$ cat src/hw/hvse_pkg.sv
/*
  Constants and types for the hydraulic valve speed encoder.
  Assumes a 250 MHz system clock and a static variant selection.
*/
// Operation
// - Variant 1: travel valve 7/8 always; output 3 at first, inspection, rescue.
// - Variant 2: direction only at creep/relevel; 5/6 at first/inspection/rescue; plus 4 inspection/rescue.
// - Variant 3: creep dir+1; first +3+1; second +4+1; insp/rescue +5; relevel dir.
// - Variant 4: creep dir; first 7,5,4 or 8,4,3; second +5; insp +4; relevel +6.
// - Variant 5: travel valve 7/8; first, inspection, rescue add 5 up or 6 down.
// - Variant 6: output 5 every run, 8 downward, 3 at first/inspection/rescue.
// - Variant 7: as variant 6 but inspection/rescue use output 4 instead of 3.
// - Variants 6 and 7: output 5 leads all other outputs by 300 ms.
// - Variants 6 and 7: output 5 stays on 1.5 s after stop.
// - Variants 3 and 4: run feedback input is synchronised and supervised.
package hvse_pkg;
  localparam int unsigned CLK_HZ        = 250_000_000;
  localparam int unsigned TICK_CYCLES   = CLK_HZ / 1000;
  localparam int unsigned PRE_MS        = 300;
  localparam int unsigned AFTER_MS      = 1500;
  localparam logic [7:0]  OUT_RESET     = 8'h00;
  // Output bit positions (output n at bit n-1)
  localparam int unsigned O1 = 0;
  localparam int unsigned O3 = 2;
  localparam int unsigned O4 = 3;
  localparam int unsigned O5 = 4;
  localparam int unsigned O6 = 5;
  localparam int unsigned O7 = 6;
  localparam int unsigned O8 = 7;

  typedef enum logic [2:0]
  {
    SPD_NONE   = 3'h0,
    CREEP      = 3'h1,
    FIRST      = 3'h2,
    SECOND     = 3'h3,
    INSPECTION = 3'h4,
    RESCUE     = 3'h5,
    RELEVEL    = 3'h6
  } hvse_speed_type;

  typedef enum logic [3:0]
  {
    ST_IDLE  = 4'h1,
    ST_PRE   = 4'h2,
    ST_RUN   = 4'h4,
    ST_AFTER = 4'h8
  } hvse_state_type;
endpackage

$ cat src/hw/hvse_tick_if.sv
/*
  Interface carrying the millisecond tick between the encoder and its divider.
  Assumes both ends share sys_clk.
*/
`timescale 1ns/1ps
`default_nettype none
interface hvse_tick_if;
  logic ms_tick;
  modport src (output ms_tick);
  modport dst (input  ms_tick);
endinterface
`default_nettype wire

$ cat src/hw/hvse_tick_gen.sv
/*
  Millisecond tick divider.
  Assumes sys_clk at the package rate.
*/
`timescale 1ns/1ps
`default_nettype none
module hvse_tick_gen
  import hvse_pkg::*;
(
  // Clock and reset
  input  wire logic  sys_clk,
  input  wire logic  rst,
  // Tick out
  hvse_tick_if.src   tk
);
  logic [17:0] cnt_r;
  logic [17:0] cnt_nxt;
  logic        tick_r;
  logic        tick_nxt;

  // Wrap counter, pulse one cycle per millisecond
  always_comb
  begin
    tick_nxt = (cnt_r == 18'(TICK_CYCLES - 1));
    cnt_nxt  = tick_nxt ? 18'h00000 : cnt_r + 18'h00001;
  end

  always_ff @(posedge sys_clk or posedge rst)
  begin
    if (rst)
    begin
      cnt_r  <= 18'h00000;
      tick_r <= 1'b0;
    end
    else
    begin
      cnt_r  <= cnt_nxt;
      tick_r <= tick_nxt;
    end
  end

  assign tk.ms_tick = tick_r;

  tick_period_a: assert property (@(posedge sys_clk) disable iff (rst)
    tick_r |=> !tick_r [*8])
    else $error("ms tick repeated too soon");
endmodule
`default_nettype wire

$ cat src/hw/hvse_top.sv
/*
  Hydraulic valve speed encoder: maps speed and direction to valve outputs 1..8.
  Assumes speed, direction and variant come from logic on sys_clk; the
  run feedback pin comes from outside and is synchronised here.
*/
`timescale 1ns/1ps
`default_nettype none
module hvse_top
  import hvse_pkg::*;
(
  // Clock and reset
  input  wire logic       sys_clk,
  input  wire logic       rst,
  // Run command
  input  wire logic [2:0] speed_cmd,
  input  wire logic       dir_down,
  input  wire logic [2:0] variant_sel,
  // Valve unit feedback pin
  input  wire logic       unintended_motion_run_feedback,
  // Valve outputs, output n at bit n-1
  output logic      [7:0] valve_out,
  output logic            run_feedback_state,
  output logic            bypass_pending
);
  hvse_tick_if tk ();

  hvse_tick_gen u_tick
  (
    .sys_clk (sys_clk),
    .rst     (rst),
    .tk      (tk)
  );

  logic           fb_s1_r;
  logic           fb_s2_r;
  logic           fb_out_r;
  logic           fb_out_nxt;
  hvse_state_type st_r;
  hvse_state_type st_nxt;
  logic [10:0]    ms_r;
  logic [10:0]    ms_nxt;
  logic [7:0]     map;
  logic [7:0]     out_nxt;
  logic [7:0]     out_r;
  logic           run;
  logic           timed;
  logic           pend_r;
  logic           pend_nxt;

  assign run   = (speed_cmd != 3'(SPD_NONE)) && (speed_cmd <= 3'(RELEVEL));
  assign timed = (variant_sel == 3'h6) || (variant_sel == 3'h7);

  // Speed and direction to valve map per variant
  always_comb
  begin
    map = 8'h00;
    if (run)
    begin
      case (variant_sel)
        3'h1:
        begin
          map[dir_down ? O8 : O7] = 1'b1;
          if (speed_cmd == FIRST || speed_cmd == INSPECTION || speed_cmd == RESCUE)
            map[O3] = 1'b1;
        end
        3'h2:
        begin
          map[dir_down ? O8 : O7] = 1'b1;
          if (speed_cmd == FIRST || speed_cmd == INSPECTION || speed_cmd == RESCUE)
            map[dir_down ? O6 : O5] = 1'b1;
          if (speed_cmd == INSPECTION || speed_cmd == RESCUE)
            map[O4] = 1'b1;
        end
        3'h3:
        begin
          map[dir_down ? O8 : O7] = 1'b1;
          if (speed_cmd == CREEP || speed_cmd == FIRST || speed_cmd == SECOND)
            map[O1] = 1'b1;
          if (speed_cmd == FIRST)
            map[O3] = 1'b1;
          if (speed_cmd == SECOND)
            map[O4] = 1'b1;
          if (speed_cmd == INSPECTION || speed_cmd == RESCUE)
            map[O5] = 1'b1;
        end
        3'h4:
        begin
          map[dir_down ? O8 : O7] = 1'b1;
          case (speed_cmd)
            FIRST:
            begin
              map[O4] = 1'b1;
              map[dir_down ? O3 : O5] = 1'b1;
            end
            SECOND:     map[O5] = 1'b1;
            INSPECTION: map[O4] = 1'b1;
            RESCUE:     map[O4] = 1'b1;
            RELEVEL:    map[O6] = 1'b1;
            default:    map[O1] = 1'b0;
          endcase
        end
        3'h5:
        begin
          map[dir_down ? O8 : O7] = 1'b1;
          if (speed_cmd == FIRST || speed_cmd == INSPECTION || speed_cmd == RESCUE)
            map[dir_down ? O6 : O5] = 1'b1;
        end
        3'h6, 3'h7:
        begin
          map[O5] = 1'b1;
          map[O8] = dir_down;
          if (speed_cmd == FIRST)
            map[O3] = 1'b1;
          if (speed_cmd == INSPECTION || speed_cmd == RESCUE)
          begin
            if (variant_sel == 3'h7)
              map[O4] = 1'b1;
            else
              map[O3] = 1'b1;
          end
        end
        default: map = 8'h00;
      endcase
    end
  end

  // Run sequencer with bypass lead and after-run
  always_comb
  begin
    st_nxt  = st_r;
    ms_nxt  = ms_r;
    out_nxt = OUT_RESET;
    case (st_r)
      ST_IDLE:
      begin
        ms_nxt = 11'h000;
        if (run && timed)
          st_nxt = ST_PRE;
        else if (run)
          out_nxt = map;
      end
      ST_PRE:
      begin
        out_nxt[O5] = 1'b1;
        if (!run)
        begin
          st_nxt = ST_AFTER;
          ms_nxt = 11'h000;
        end
        else if (tk.ms_tick)
        begin
          if (ms_r == 11'(PRE_MS - 1))
          begin
            st_nxt = ST_RUN;
            ms_nxt = 11'h000;
          end
          else
            ms_nxt = ms_r + 11'h001;
        end
      end
      ST_RUN:
      begin
        out_nxt = map;
        out_nxt[O5] = 1'b1;
        if (!run)
        begin
          st_nxt = ST_AFTER;
          out_nxt = 8'h10;
          ms_nxt = 11'h000;
        end
      end
      ST_AFTER:
      begin
        out_nxt[O5] = 1'b1;
        if (run && timed)
        begin
          st_nxt = ST_PRE;
          ms_nxt = 11'h000;
        end
        else if (tk.ms_tick)
        begin
          if (ms_r == 11'(AFTER_MS - 1))
          begin
            st_nxt = ST_IDLE;
            out_nxt = OUT_RESET;
          end
          else
            ms_nxt = ms_r + 11'h001;
        end
      end
      default:
      begin
        st_nxt = ST_IDLE;
        ms_nxt = 11'h000;
      end
    endcase
    fb_out_nxt = fb_s2_r && ((variant_sel == 3'h3) || (variant_sel == 3'h4));
    pend_nxt   = out_nxt[O5] && (st_nxt == ST_AFTER);
  end

  // Registers; feedback pin passes two flip-flops first
  always_ff @(posedge sys_clk or posedge rst)
  begin
    if (rst)
    begin
      st_r     <= ST_IDLE;
      ms_r     <= 11'h000;
      out_r    <= OUT_RESET;
      fb_s1_r  <= 1'b0;
      fb_s2_r  <= 1'b0;
      fb_out_r <= 1'b0;
      pend_r   <= 1'b0;
    end
    else
    begin
      st_r     <= st_nxt;
      ms_r     <= ms_nxt;
      out_r    <= out_nxt;
      fb_s1_r  <= unintended_motion_run_feedback;
      fb_s2_r  <= fb_s1_r;
      fb_out_r <= fb_out_nxt;
      pend_r   <= pend_nxt;
    end
  end

  assign valve_out          = out_r;
  assign run_feedback_state = fb_out_r;
  assign bypass_pending     = pend_r;

  // Sequencer timing checks
  pre_lead_a: assert property (@(posedge sys_clk) disable iff (rst)
    (st_r == ST_PRE) |-> (out_nxt == 8'h10))
    else $error("bypass lead has other outputs");
  pre_len_a: assert property (@(posedge sys_clk) disable iff (rst)
    (st_r == ST_PRE && st_nxt == ST_RUN) |-> (ms_r == 11'(PRE_MS - 1)))
    else $error("bypass lead wrong length");
  run_hold_a: assert property (@(posedge sys_clk) disable iff (rst)
    (st_r == ST_RUN) |-> valve_out[O5])
    else $error("bypass off during run");
  after_len_a: assert property (@(posedge sys_clk) disable iff (rst)
    (st_r == ST_AFTER && st_nxt == ST_IDLE) |-> (ms_r == 11'(AFTER_MS - 1)))
    else $error("after-run wrong length");
  after_hold_a: assert property (@(posedge sys_clk) disable iff (rst)
    (st_r == ST_AFTER && st_nxt != ST_IDLE) |=> valve_out[O5])
    else $error("bypass dropped in after-run");
  after_pend_a: assert property (@(posedge sys_clk) disable iff (rst)
    bypass_pending |-> (valve_out == 8'h10))
    else $error("after-run drives other outputs");
  idle_off_a: assert property (@(posedge sys_clk) disable iff (rst)
    (st_r == ST_IDLE && !run) |=> (valve_out == 8'h00))
    else $error("outputs on while idle");
  untimed_a: assert property (@(posedge sys_clk) disable iff (rst)
    (st_r == ST_IDLE && !timed) |=> (st_r == ST_IDLE))
    else $error("untimed variant left idle");
  // Mapping checks per variant
  v1_map_a: assert property (@(posedge sys_clk) disable iff (rst)
    (variant_sel == 3'h1 && speed_cmd == 3'(FIRST) && !dir_down && st_r == ST_IDLE)
    |=> (valve_out == 8'h44))
    else $error("variant 1 first speed map");
  v2_map_a: assert property (@(posedge sys_clk) disable iff (rst)
    (variant_sel == 3'h2 && speed_cmd == 3'(INSPECTION) && dir_down && st_r == ST_IDLE)
    |=> (valve_out == 8'hA8))
    else $error("variant 2 inspection down map");
  v3_map_a: assert property (@(posedge sys_clk) disable iff (rst)
    (variant_sel == 3'h3 && speed_cmd == 3'(SECOND) && !dir_down && st_r == ST_IDLE)
    |=> (valve_out == 8'h49))
    else $error("variant 3 second up map");
  v4_map_a: assert property (@(posedge sys_clk) disable iff (rst)
    (variant_sel == 3'h4 && speed_cmd == 3'(FIRST) && dir_down && st_r == ST_IDLE)
    |=> (valve_out == 8'h8C))
    else $error("variant 4 first down map");
  v5_map_a: assert property (@(posedge sys_clk) disable iff (rst)
    (variant_sel == 3'h5 && speed_cmd == 3'(RESCUE) && dir_down && st_r == ST_IDLE)
    |=> (valve_out == 8'hA0))
    else $error("variant 5 rescue down map");
  v6_map_a: assert property (@(posedge sys_clk) disable iff (rst)
    (st_r == ST_RUN && variant_sel == 3'h6 && speed_cmd == 3'(FIRST) && dir_down)
    |=> (valve_out == 8'h94))
    else $error("variant 6 first down map");
  v6_up_a: assert property (@(posedge sys_clk) disable iff (rst)
    (st_r == ST_RUN && timed && run && !dir_down)
    |=> (!valve_out[O7] && !valve_out[O8]))
    else $error("travel valve on in upward run");
  v7_map_a: assert property (@(posedge sys_clk) disable iff (rst)
    (st_r == ST_RUN && variant_sel == 3'h7 && speed_cmd == 3'(INSPECTION) && run)
    |=> (valve_out[O4] && !valve_out[O3]))
    else $error("variant 7 inspection map");
  // Feedback supervision
  fb_sync_a: assert property (@(posedge sys_clk) disable iff (rst)
    (variant_sel == 3'h3) [*4] |-> (run_feedback_state == $past(fb_s2_r)))
    else $error("feedback state mismatch");
  fb_gate_a: assert property (@(posedge sys_clk) disable iff (rst)
    (variant_sel != 3'h3 && variant_sel != 3'h4) |=> !run_feedback_state)
    else $error("feedback state outside variants 3 and 4");
  lead_start_c: cover property (@(posedge sys_clk) disable iff (rst)
    (st_r == ST_IDLE) ##1 (st_r == ST_PRE));
  timed_run_c: cover property (@(posedge sys_clk) disable iff (rst)
    (st_r == ST_PRE) ##1 (st_r == ST_RUN));
  after_done_c: cover property (@(posedge sys_clk) disable iff (rst)
    (st_r == ST_AFTER) ##1 (st_r == ST_IDLE));
  rerun_c: cover property (@(posedge sys_clk) disable iff (rst)
    (st_r == ST_AFTER) ##1 (st_r == ST_PRE));
endmodule
`default_nettype wire
$ cat config.mk
export PLATFORM = sky130hd
export DESIGN_NAME = hvse_top
export DESIGN_NICKNAME = d
export VERILOG_FILES = /design/src/hw/hvse_pkg.sv /design/src/hw/hvse_tick_if.sv /design/src/hw/hvse_tick_gen.sv /design/src/hw/hvse_top.sv
export SDC_FILE = /design/constraint.sdc
export NUM_CORES = 1
export LEC_CHECK = 0
export ABC_AREA = 1
export BUFFER_PORTS_ARGS = -buffer_cell sky130_fd_sc_hd__buf_2
export CAP_MARGIN = 5
export CORE_ASPECT_RATIO = 1.25
export CORE_MARGIN = 4
export CORE_UTILIZATION = 55
export CTS_CLUSTER_DIAMETER = 50
export DETAILED_ROUTE_END_ITERATION = 10
export GPL_TIMING_DRIVEN = 0
export PLACE_DENSITY = 0.71
export SYNTH_ARGS = -nofsm -noshare
export SYNTH_HDL_FRONTEND = slang
export SYNTH_SLANG_ARGS = --single-unit
$ cat constraint.sdc
create_clock -name sys_clk -period 2.25 [get_ports sys_clk]
set_input_delay 0.1125 -clock sys_clk [delete_from_list [all_inputs] [get_ports sys_clk]]
set_output_delay 0.1125 -clock sys_clk [all_outputs]
set_load 0.02 [all_outputs]
Word-level counts from Yosys, hierarchy flattened
Cells that the tools add are included.
{"block": "totals", "regBits": 46, "inputBits": 10, "output_inout_bits": 10, "elab_cells": 123}
{"block": "classes", "n_addsub": 2, "n_lt_le_gt_ge": 7, "n_eq_ne": 25, "mux": 57, "bitwise_logic": 2, "reduce_logical": 21}
{"op": "$mux 11", "count": 7}
{"op": "$mux 8", "count": 6}
{"op": "$pmux 11 s3", "count": 1}
{"op": "$mux 4", "count": 8}
{"op": "$eq 3x3->1 const B", "count": 7}
{"op": "$add 18x1->18 const B", "count": 1}
{"op": "$eq 18x18->1 const B", "count": 1}
{"op": "$mux 18", "count": 1}
{"op": "$pmux 3 s6", "count": 1}
{"op": "$or 8x8->8", "count": 2}
{"op": "$pmux 4 s4", "count": 1}
{"op": "$mux 1", "count": 14}
{"op": "$eq 3x2->1 const B", "count": 4}
{"op": "$lt 3x4->1 const B", "count": 3}
{"op": "$pmux 4 s3", "count": 1}
{"op": "$add 11x1->11 const B", "count": 1}
{"op": "$eq 11x11->1 const B", "count": 1}
{"op": "$eq 11x9->1 const B", "count": 1}
{"op": "$demux 1 s3", "count": 3}
{"op": "$ge 3x1->1 const B", "count": 3}
{"op": "$pmux 3 s3", "count": 1}
{"op": "$eq 4x4->1 const B", "count": 2}
{"op": "$pmux 1 s2", "count": 4}
{"op": "$pmux 1 s4", "count": 2}
{"op": "other kinds (19)", "count": 38}

Logic depth before layout (Yosys ltp)
Gate-level depths: netlist (run 1).
{"block": "logic_depth", "depth_word": 13, "depth_mapped": 11, "depth_no_buf": 11}

Cells and area by module
A second synthesis (run 1) with hierarchy kept.
{"block": "unflattened", "hier_cells": 419, "area_unflattened_um2": 2975.4}
{"mod": "hvse_top", "instances": 1, "cells_per_inst": 274, "area_each_um2": 1893.1, "seq_area_each_um2": 651.9}
{"mod": "hvse_tick_gen", "instances": 1, "cells_per_inst": 145, "area_each_um2": 1082.3, "seq_area_each_um2": 475.5}

Worst setup path after synthesis (run 1)
No wires, ideal clock.
{"block": "synth_path", "path_kind": "reg-to-reg", "startpoint": "reg u_tick.cnt_r[0]", "endpoint": "reg u_tick.cnt_r[7]", "setup_time_ns": 0.113, "t_arrival_ns": 1.440, "required_time_ns": 2.137, "slack_ns": 0.697, "path_stages_with_launch": 9, "n_path_buf": 0, "period_less_slack_ns": 1.553, "cell_sequence": "dfrtp_1 ha_1 nand2_1 inv_2 nand2_1 or2_4 nor3_4 or2_1 inv_1"}
{"block": "synth_via", "elab_chain_cells": 2, "elab_cells_between_ends": 3, "cone_classes": "1 x add/sub; 1 x eq/ne; 1 x mux"}
{"item": "from (decl)", "line_no": "hvse_tick_gen.sv:16", "rtl": "logic [17:0] cnt_r;"}
{"item": "from (signal assigned)", "line_no": "hvse_tick_gen.sv:37", "rtl": "cnt_r <= cnt_nxt;"}
{"item": "$add 18x1->18 / $eq 18x18->1 (equally long branches)", "line_no": "hvse_tick_gen.sv:25, hvse_tick_gen.sv:24"}
{"item": "$mux 18 (*)", "line_no": "hvse_tick_gen.sv:25", "rtl": "cnt_nxt = tick_nxt ? 18'h00000 : cnt_r + 18'h00001;"}
{"item": "via u_tick.cnt_nxt[7]", "line_no": "hvse_tick_gen.sv:17", "rtl": "logic [17:0] cnt_nxt;"}
The timed path passes the listed nets; every way through them passes the cells marked *.
A chain may end at the register's enable or synchronous reset.

Final worst setup path (run 1)
Same ends and word-level chain as after synthesis.

==> results of run 1 <==
-- worst min-delay path: stages --
cell and delay (ns):
buf_2 0.11, o211ai_1 0.09, nor2_1 0.08
-- through the flow --
| step | cells | area, um^2 |
|---|---|---|
| global route | 445 | 2922 |
| CTS | 445 | 2922 |
| finish | 445 | 2922 |
| detailed placement | 434 | 2809 |
| floorplan | 357 | 2626 |
| global placement | 433 | 2789 |
-- per-layer routing --
layer | GRT usage, % | routed length [um]
met1 | 24.46 | 2487
met2 | 35.08 | 2818
met3 | 3.555 | 142
met4 | 6.446 | 65
met5 | 0 | 0
-- registers in the layout (all words and copies together), names as in the netlist --
name                cells
fb_s1_r                 1
valve_out               7
ms_r                   11
fb_s2_r                 1
u_tick.tk.ms_tick       1
u_tick.cnt_r           18
bypass_pending          1
st_r                    4
run_feedback_state      1
-- synth_stat cells (all sizes together) --
master	n
or2	2
o22ai	5
ha	2
nand4	19
nand2	93
o21a	1
o21ai	12
nand3b	2
inv	48
nor4	1
conb	1
nand3	35
xnor2	3
xor2	8
buf	6
dfstp	1
o21bai	1
nor3b	2
nor2	48
a21oi	6
dfrtp	44
a211oi	2
a31oi	3
o211ai	1
nor3	11
-- worst max-delay path by stage --
stage | from | end | slack, ns | depth (start not counted)
final | u_tick.cnt_r[0]$_DFF_PP0_ | u_tick.cnt_r[7]$_DFF_PP0_ | 0.49 | 8
after CTS | u_tick.cnt_r[0]$_DFF_PP0_ | u_tick.cnt_r[7]$_DFF_PP0_ | 0.46 | 8
after global placement | u_tick.cnt_r[0]$_DFF_PP0_ | u_tick.cnt_r[7]$_DFF_PP0_ | 0.47 | 8
after floorplan | u_tick.cnt_r[0]$_DFF_PP0_ | u_tick.cnt_r[7]$_DFF_PP0_ | 0.70 | 8
after global routing | u_tick.cnt_r[0]$_DFF_PP0_ | u_tick.cnt_r[7]$_DFF_PP0_ | 0.30 | 8
after detailed placement | u_tick.cnt_r[0]$_DFF_PP0_ | u_tick.cnt_r[7]$_DFF_PP0_ | 0.48 | 8
-- layout by cell type (no fill, tap or decap), types with 2 or more instances in the layout --
cell type      Yosys  final
nor2_2             2      2
nand3b_1           2      2
inv_2              3      4
o22ai_1            5      5
a21oi_1            5      5
o21ai_1            2      2
nand2_2            2      2
dlygate4sd3_1      0      3
ha_1               2      2
xnor2_1            3      3
clkinv_2           0      2
nor3_1             9      9
nand2_1           91     91
dfrtp_1           44     44
nor3b_1            2      2
inv_1             45     44
xor2_1             8      8
nand3_2            2      2
nand4_1           19     19
o21ai_0           10     10
a31oi_1            3      3
clkbuf_8           0      5
nor2_1            46     46
buf_2              4     22
nand3_1           33     33
a211oi_1           2      2
-- kinds of logic (layout without fill, tap and decap cells) --
family,count (synthesis),after routing
compound gates,31,31
xor+xnor,11,11
fa+ha+maj,2,2
buf+inv,54,84
flops,45,45
other cells,1,1
simple gates,213,213
-- report_power, final --
group	switching (mW)	total [mW]	internal (mW)	leakage (nW)
sequential	0.0150	0.863	0.848	0.603
combinational	0.186	0.271	0.0845	0.873
clock	0.276	0.492	0.216	0.0450
-- area by class of cell --
type	count	area, um^2	share of cell area [%]
multi-input cells	258	1280	43.81
flip-flops and latches	45	1127	38.59
inverters	48	180.2	6.167
repair buffers	22	140.1	4.797
clock buffers	6	72.57	2.484
well taps	58	72.57	2.484
plain buffers	6	38.79	1.328
clock inverters	2	10.01	0.3426
==> flow_summary.ini, run 1 <==
[worst_hold_path]
min_to = valve_out[0]$_DFF_PP0_
hold_path_class = primary input to register
min_from = speed_cmd[0]
min_path_cells = 3

[route]
drt_wl_total_um = 5514
initialDrtViolationCount = 134
routedWlPerCell_um = 12.39
vias_per_cell = 5.326
drc = 0
ant_nets = 0
via_count = 2370
first_pass_iters = 4

[die]
die_h_um = 85.26
die_area_mm2 = 0.005952
start_util_pct = 58.02
die_w_um = 69.81
io_pins = 20
coreArea_mm2 = 0.004527
core.rowCount = 27

[clocking]
clock_latency_ns = 0.30
clockBufferDepth = 2
post_cts_buffers = 0
tritoncts = yes
numCtsBuffers = 5
cts_num_sinks = 45
path_clk_slew_ns = 0.09
cts_hold_buf = 3
cts.repair.resized = 0
cts.htree.levels = 2
cts-root-buf = clkbuf_8

[global_route]
grt_pass1_wl_um = 9735
grt_max_degree = 28
antenna_found_initial = 0
globalRouteOverflowTotal = 0
track_usage_pct = 19.87
first_global_vias = 2239

[worst_setup_path]
r2r-start = u_tick.cnt_r[0]$_DFF_PP0_
arrival_ns = 1.95
endpoint_kind = register
required_ns = 2.45
cp.buffers_inverters = 2
worstRegToRegCells = 8
reg2reg_to = u_tick.cnt_r[7]$_DFF_PP0_
cpMaxStageDelayCell = dfrtp_1
path_cells = ha_1 -> nand2_1 -> inv_2 -> nand2_1 -> or2_4 -> nor3_4 -> or2_1 -> inv_1
r2r_slack_ns = 0.49
crit_family = simple AND/OR/NAND/NOR gates
crit_type = register to register
crit_fanout = 9
cp_common_cell = nand2_1
cpPeakStageDelay_ns = 0.42
critPathLaunchType = register

[finish]
area_delta_synth_final_pct = 11.24
antenna_cells = 0
drive_above_1_share_pct = 12.14
final_nets = 398
nFillCells = 407
fin_util_pct = 64.54

[sta]
slew_headroom_pct = 65.27
slew_violations = 0
worst_slack_ns = 0.4939
worstMarginPinSlew_ns = 0.5161
finalSetupTns_ns = 0
setup_viol = 0
timing.final.hold_violations = 0
finClkSkew_ns = 0.01028
fmax_mhz = 569.5
fin_crit_sh_pct = 78.05
holdWs_ns = 0.1406
fin_crit_ns = 1.756
rsz0062_at_grt = false

[synth]
syn-instance-count = 357
synth.area.mux_share_pct = 0
synth_simple_gate_area_share_pct = 36.78
synth-compound-area-share_pct = 7.194
synth_top_family_by_area = simple AND/OR/NAND/NOR gates
ys_seq_elements = 45
synthTopCellsByArea = dfrtp_1, nand2_1, nor2_1, inv_1, nand3_1
synth_top_area_share_pct = 41.92
syn_area_per_cell_um2 = 7.356
syn-num-nets = 369
yosysWarnings = 0
synth_xor_area_share_pct = 3.668
synth_fa_ha_area_share_pct = 0.9528
yosys.area.top_type = dfrtp_1
synth_area_mm2 = 0.002626
ys_seq_area_share_pct = 42.93
yosys.cell_types.count = 36

[placement]
io_buffers = 18
gp_congestion = 0.9457
hpwlAfterDp_um = 4165
dp_slack_ns = 0.4760

[power_and_ir_drop]
power.total_mw = 1.625
p_leak_nw = 1.521
power.density_mw_per_mm2 = 556.3
ir_drop_mv = 0.4131

[job]
cap_violations = 0

[run_status]
status = completed
Power figures use the tool's default switching activity.
==> run 2, diff against run 1 <==
- ABC_AREA: 1 -> 0
- CORE_UTILIZATION: 55 -> 54
- PLACE_DENSITY: 0.71 -> 0.73
- clock period: 2.25 -> 1.6 ns (I/O delays scaled with it)
==> flow_summary.ini, run 2 <==
[finish]
layout_common_cells = dfrtp_1, buf_4, nor2_1
largest_reg_flops = 18
final_nets = 332
fin_util_pct = 75.40
final_area_mm2 = 0.003337
regMostFlops = u_tick.cnt_r
nFillCells = 291
final_common_cell = dfrtp_1
antenna_cells = 0
drive_above_1_share_pct = 36.76
multi_input_area_mm2 = 0.001548
area_delta_synth_final_pct = 34.22
fin_cells = 379
seq_area_mm2 = 0.001137

[synth]
syn-num-nets = 277
yosys-top-cells-count = dfrtp_1, nor2_1, nand2_1, nand3_1, a21oi_1
syn_area_per_cell_um2 = 9.382
synthArstFlopShare_pct = 100.0
ys.flop_type = dfrtp_1
yosys.cell_types.count = 53
synthTopCellsByArea = dfrtp_1, nor2_1, nand3_1, xnor2_1, a21oi_1
synth_top_area_share_pct = 44.29
yosysWarnings = 0
syn-instance-count = 265
ys_seq_area_share_pct = 45.34
synth_area_mm2 = 0.002486
synth.most_common_cell = dfrtp_1
synth_edf_count = 0
ys_seq_elements = 45
yosys.area.top_type = dfrtp_1

[run_status]
violations = setup timing
status = finished, violations left

[sta]
rsz0062_at_grt = true
setup_viol = 17
fmax_mhz = 538.8
timing.final.hold_violations = 0
fin_crit_sh_pct = 116.0
finClkSkew_ns = 0.01251
slew_headroom_pct = 61.01
worst_slack_ns = -0.2560
slew_violations = 0
worstMarginPinSlew_ns = 0.5787
fin_crit_ns = 1.856

[power_and_ir_drop]
p_comb_share_pct = 24.8
seq_power_share_pct = 46.4
ir_drop_mv = 0.5765
p_int_mw = 1.849
switchingPower_mw = 0.8104
p_sw_share_pct = 30.47
power.total_mw = 2.659
power.density_mw_per_mm2 = 796.9
p_leak_nw = 1.425
power_frac_clock_pct = 28.8

[worst_setup_path]
crit_fanout = 7
crit_type = register to register
required_ns = 1.84
arrival_ns = 2.09
critPathLaunchType = register
endpoint_kind = register

[route]
initialDrtViolationCount = 128
first_pass_iters = 4
drc = 0
via_count = 2262
ant_nets = 0
vias_per_cell = 5.968
routedWlPerCell_um = 16.74
drt_wl_total_um = 6343

[placement]
placed_cells = 339
hpwlAfterDp_um = 3717
io_buffers = 15
dp_slack_ns = -0.3053
dpl_cell_area_mm2 = 0.002716
gp_congestion = 0.8537

[clocking]
numCtsBuffers = 5
clock_latency_ns = 0.30
clockBufferDepth = 2
path_clk_slew_ns = 0.10
cts.htree.levels = 2
tritoncts = yes
cts_num_sinks = 45
cts-root-buf = clkbuf_8

[global_route]
antenna_found_initial = 0
grt_pass1_wl_um = 10330
first_global_vias = 2265
globalRouteOverflowTotal = 0
grt_max_degree = 39
track_usage_pct = 22.87

[die]
start_util_pct = 56.18
die_w_um = 68.69
die_area_mm2 = 0.005760
core.rowCount = 27
io_pins = 20
die_h_um = 83.86
coreArea_mm2 = 0.004425

[worst_hold_path]
hold_path_class = primary input to register

[job]
cap_violations = 0
-- run 2: final timing paths --
path	from	end	slack [ns]	depth (start not counted)
setup reg to reg	st_r[2]$_DFF_PP0_	ms_r[7]$_DFFE_PP0P_	-0.26	7
hold reg to reg	fb_s1_r$_DFF_PP0_	fb_s2_r$_DFF_PP0_	0.36	0
setup / recovery	st_r[2]$_DFF_PP0_	ms_r[7]$_DFFE_PP0P_	-0.26	7
hold / removal	speed_cmd[2]	valve_out[0]$_DFF_PP0_	0.03	2
min in group asynchronous	rst	ms_r[8]$_DFFE_PP0P_	0.21	3
max in group asynchronous	rst	st_r[0]$_DFF_PP1_	0.87	4
-- run 2: per-layer routing --
layer	wire (um)	up-vias	track usage [%]
li1	-	1078	-
met1	2545	1127	27.97
met2	3483	46	39.18
met3	194	11	4.717
met4	120	0	6.915
met5	0	-	0
-- run 2: cells by family after synthesis --
family / after synthesis / synth area share, %
flops: 45 / 45.35
xor+xnor: 17 / 5.989
compound gates: 53 / 14.54
mux: 2 / 0.8053
other cells: 1 / 0.1508
fa+ha+maj: 2 / 1.006
buf+inv: 19 / 4.076
simple gates: 126 / 28.08
-- run 2: area by class of cell --
| class | count | area share (%) |
|---|---|---|
| clock buffer | 6 | 2.475 |
| timing repair buffer | 51 | 11.51 |
| sequential | 45 | 34.08 |
| inverter | 6 | 0.6749 |
| multi-input combinational | 201 | 46.38 |
| buffer | 10 | 2.287 |
| tap | 58 | 2.175 |
| clock inverter | 2 | 0.4124 |
-- run 2: critical path: stages, from the launching register on --
cell and delay (ns):
dfrtp_2 0.48, nor4b_4 0.40, o31ai_4 0.15, a21oi_2 0.26
buf_6 0.16, buf_6 0.13, o31ai_1 0.08, a21oi_1 0.13
-- run 2: timing repair --
item | CTS | global route
hold endpoints to repair | 46 | 0
hold buffers | 3 | 0
setup buffers | 18 | 11
setup endpoints to repair | 31 | 32
gates cloned | 2 | 1
pin swaps | 24 | 19
gates resized for setup | 32 | 34
-- run 2: stage by stage --
stage / hold WS (ns) / setup TNS (ns)
floorplan: 0.1114 / -1.200
detailed placement: 0.002507 / -6.110
finish: 0.03178 / -2.966
global placement: 0.1891 / -9.260
CTS: 0.03472 / -2.295
global route: 0.02917 / -4.769
-- run 2: power groups by stage --
| stage | Sequential [mW] | Clock, mW | Combinational, mW |
|---|---|---|---|
| after CTS | 1.23 | 0.776 | 0.602 |
| after global placement | 1.26 | 0 | 0.394 |
| after floorplan | 1.29 | 0 | 0.265 |
| after detailed placement | 1.26 | 0 | 0.403 |
| final | 1.23 | 0.765 | 0.659 |
| after global routing | 1.24 | 0.840 | 0.708 |
==> run 3, diff against run 2 <==
- BUFFER_PORTS_ARGS: -buffer_cell sky130_fd_sc_hd__buf_2 -> default
- CORE_UTILIZATION: 54 -> 55
- DONT_BUFFER_PORTS: default -> 1
- PLACE_DENSITY: 0.73 -> 0.7
==> flow_summary.ini, run 3 (synthesis gave the netlist of run 2 again) <==
[run_status]
status = finished, violations left
violations = setup timing

[sta]
fin_crit_ns = 1.904
finClkSkew_ns = 0.01007
setup_viol = 25
fmax_mhz = 525.1
rsz0062_at_grt = true
slew_violations = 0
timing.final.hold_violations = 0
worst_slack_ns = -0.3045
fin_crit_sh_pct = 119.0

[clocking]
cts.htree.levels = 2
tritoncts = yes
clock_latency_ns = 0.29
cts-root-buf = clkbuf_8
numCtsBuffers = 5
cts_num_sinks = 45
clockBufferDepth = 2
path_clk_slew_ns = 0.09

[power_and_ir_drop]
p_sw_share_pct = 30.79
ir_drop_mv = 0.5844
power.total_mw = 2.581
switchingPower_mw = 0.7948
p_comb_share_pct = 24.7
power.density_mw_per_mm2 = 763.2
p_leak_nw = 1.369
power_frac_clock_pct = 26.6
seq_power_share_pct = 48.7
p_int_mw = 1.786

[route]
initialDrtViolationCount = 186
routedWlPerCell_um = 18.17
drt_wl_total_um = 6632
vias_per_cell = 6.230
ant_nets = 0
first_pass_iters = 5
via_count = 2274
drc = 0

[finish]
nFillCells = 272
final_common_cell = dfrtp_1
largest_reg_flops = 18
regMostFlops = u_tick.cnt_r
area_delta_synth_final_pct = 36.03
antenna_cells = 0
fin_util_pct = 77.01
final_nets = 318
layout_common_cells = dfrtp_1, buf_4, nor2_1
drive_above_1_share_pct = 37.79

[global_route]
globalRouteOverflowTotal = 0
track_usage_pct = 22.73
grt_pass1_wl_um = 10070
first_global_vias = 2212
grt_max_degree = 31
antenna_found_initial = 0

[worst_hold_path]
min_path_cells = 3
min_from = speed_cmd[2]
hold_path_class = primary input to register

[die]
die_area_mm2 = 0.005667
io_pins = 20
coreArea_mm2 = 0.004392
die_h_um = 83.17
die_w_um = 68.14
core.rowCount = 27
start_util_pct = 56.61

[worst_setup_path]
required_ns = 1.81
path_cells = nor4bb_4 -> or4b_4 -> o21bai_4 -> o31ai_1 -> a21oi_1
r2r-start = ms_r[9]$_DFFE_PP0P_
crit_family = simple AND/OR/NAND/NOR gates
cpMaxStageDelayCell = or4b_4
crit_type = register to register
endpoint_kind = register
cpPeakStageDelay_ns = 0.54
critical_path.startpoint = ms_r[9]$_DFFE_PP0P_
worstRegToRegCells = 5
critPathLaunchType = register
path_depth = 5
cp.buffers_inverters = 0
arrival_ns = 2.11
crit_fanout = 6

[placement]
hpwlAfterDp_um = 3711
io_buffers = 0
gp_congestion = 0.8857

[job]
cap_violations = 0
-- run 3: routing by layer --
| layer | vias up | part of all wire [%] | GRT usage (%) |
|---|---|---|---|
| li1 | 1045 | - | - |
| met4 | 0 | 2.5 | 7.957 |
| met3 | 22 | 3.8 | 4.195 |
| met5 | - | 0 | 0 |
| met2 | 78 | 53 | 37.11 |
| met1 | 1129 | 41 | 29.49 |
-- run 3: worst paths after layout --
kind	endpoint	slack (ns)
max	ms_r[2]$_DFFE_PP0P_	-0.30
min	valve_out[3]$_DFF_PP0_	0.08
max reg2reg	ms_r[2]$_DFFE_PP0P_	-0.30
min reg2reg	fb_s2_r$_DFF_PP0_	0.36
max in group asynchronous	u_tick.cnt_r[11]$_DFF_PP0_	0.88
min in group asynchronous	run_feedback_state$_DFF_PP0_	0.22
-- run 3: metrics by stage --
stage / hold WS [ns] / area (um^2) / cells / worst slack (ns) / TNS (ns)
final: 0.07550 / 3382 / 365 / -0.3045 / -3.438
after global routing: 0.08529 / 3382 / 365 / -0.4063 / -5.745
after CTS: 0.03946 / 2985 / 348 / -0.2318 / -2.717
after detailed placement: -0.03652 / 2641 / 324 / -0.2974 / -6.005
after global placement: 0.1115 / 2621 / 323 / -0.2685 / -5.626
after floorplan: 0.1114 / 2549 / 265 / -0.1655 / -1.200
-- run 3: area by class of cell --
cell class	count	area [um^2]	area share, %
multi-input cells	201	1668	49.32
flip-flops and latches	45	1136	33.59
repair buffers	37	312.8	9.249
plain buffers	10	87.58	2.590
clock buffers	6	72.57	2.146
well taps	58	72.57	2.146
inverters	6	22.52	0.6659
clock inverters	2	10.01	0.2960
-- run 3: repair_timing --
item                                   in CTS  in global routing
setup buffers                              13                 16
resized for setup                          29                 59
setup endpoints to repair                  32                 34
pin swaps                                  26                 27
endpoints found under the hold margin      49                  0
hold buffers                                4                  0
gates cloned                                2                  1
-- run 3: worst reg2reg max path, delay by kind of cell (launching register included) --
family	cells	cell delay (ns)
flip-flops	1	0.45
AO/OA/AOI/OAI	3	0.48
AND/OR/NAND/NOR	2	0.90
-- run 3: power by group through the flow --
stage	logic [mW]	clock network (mW)	registers (mW)
floorplan	0.265	0	1.29
global placement	0.325	0	1.30
detailed placement	0.335	0	1.30
CTS	0.531	0.698	1.26
global route	0.680	0.752	1.26
finish	0.639	0.685	1.26
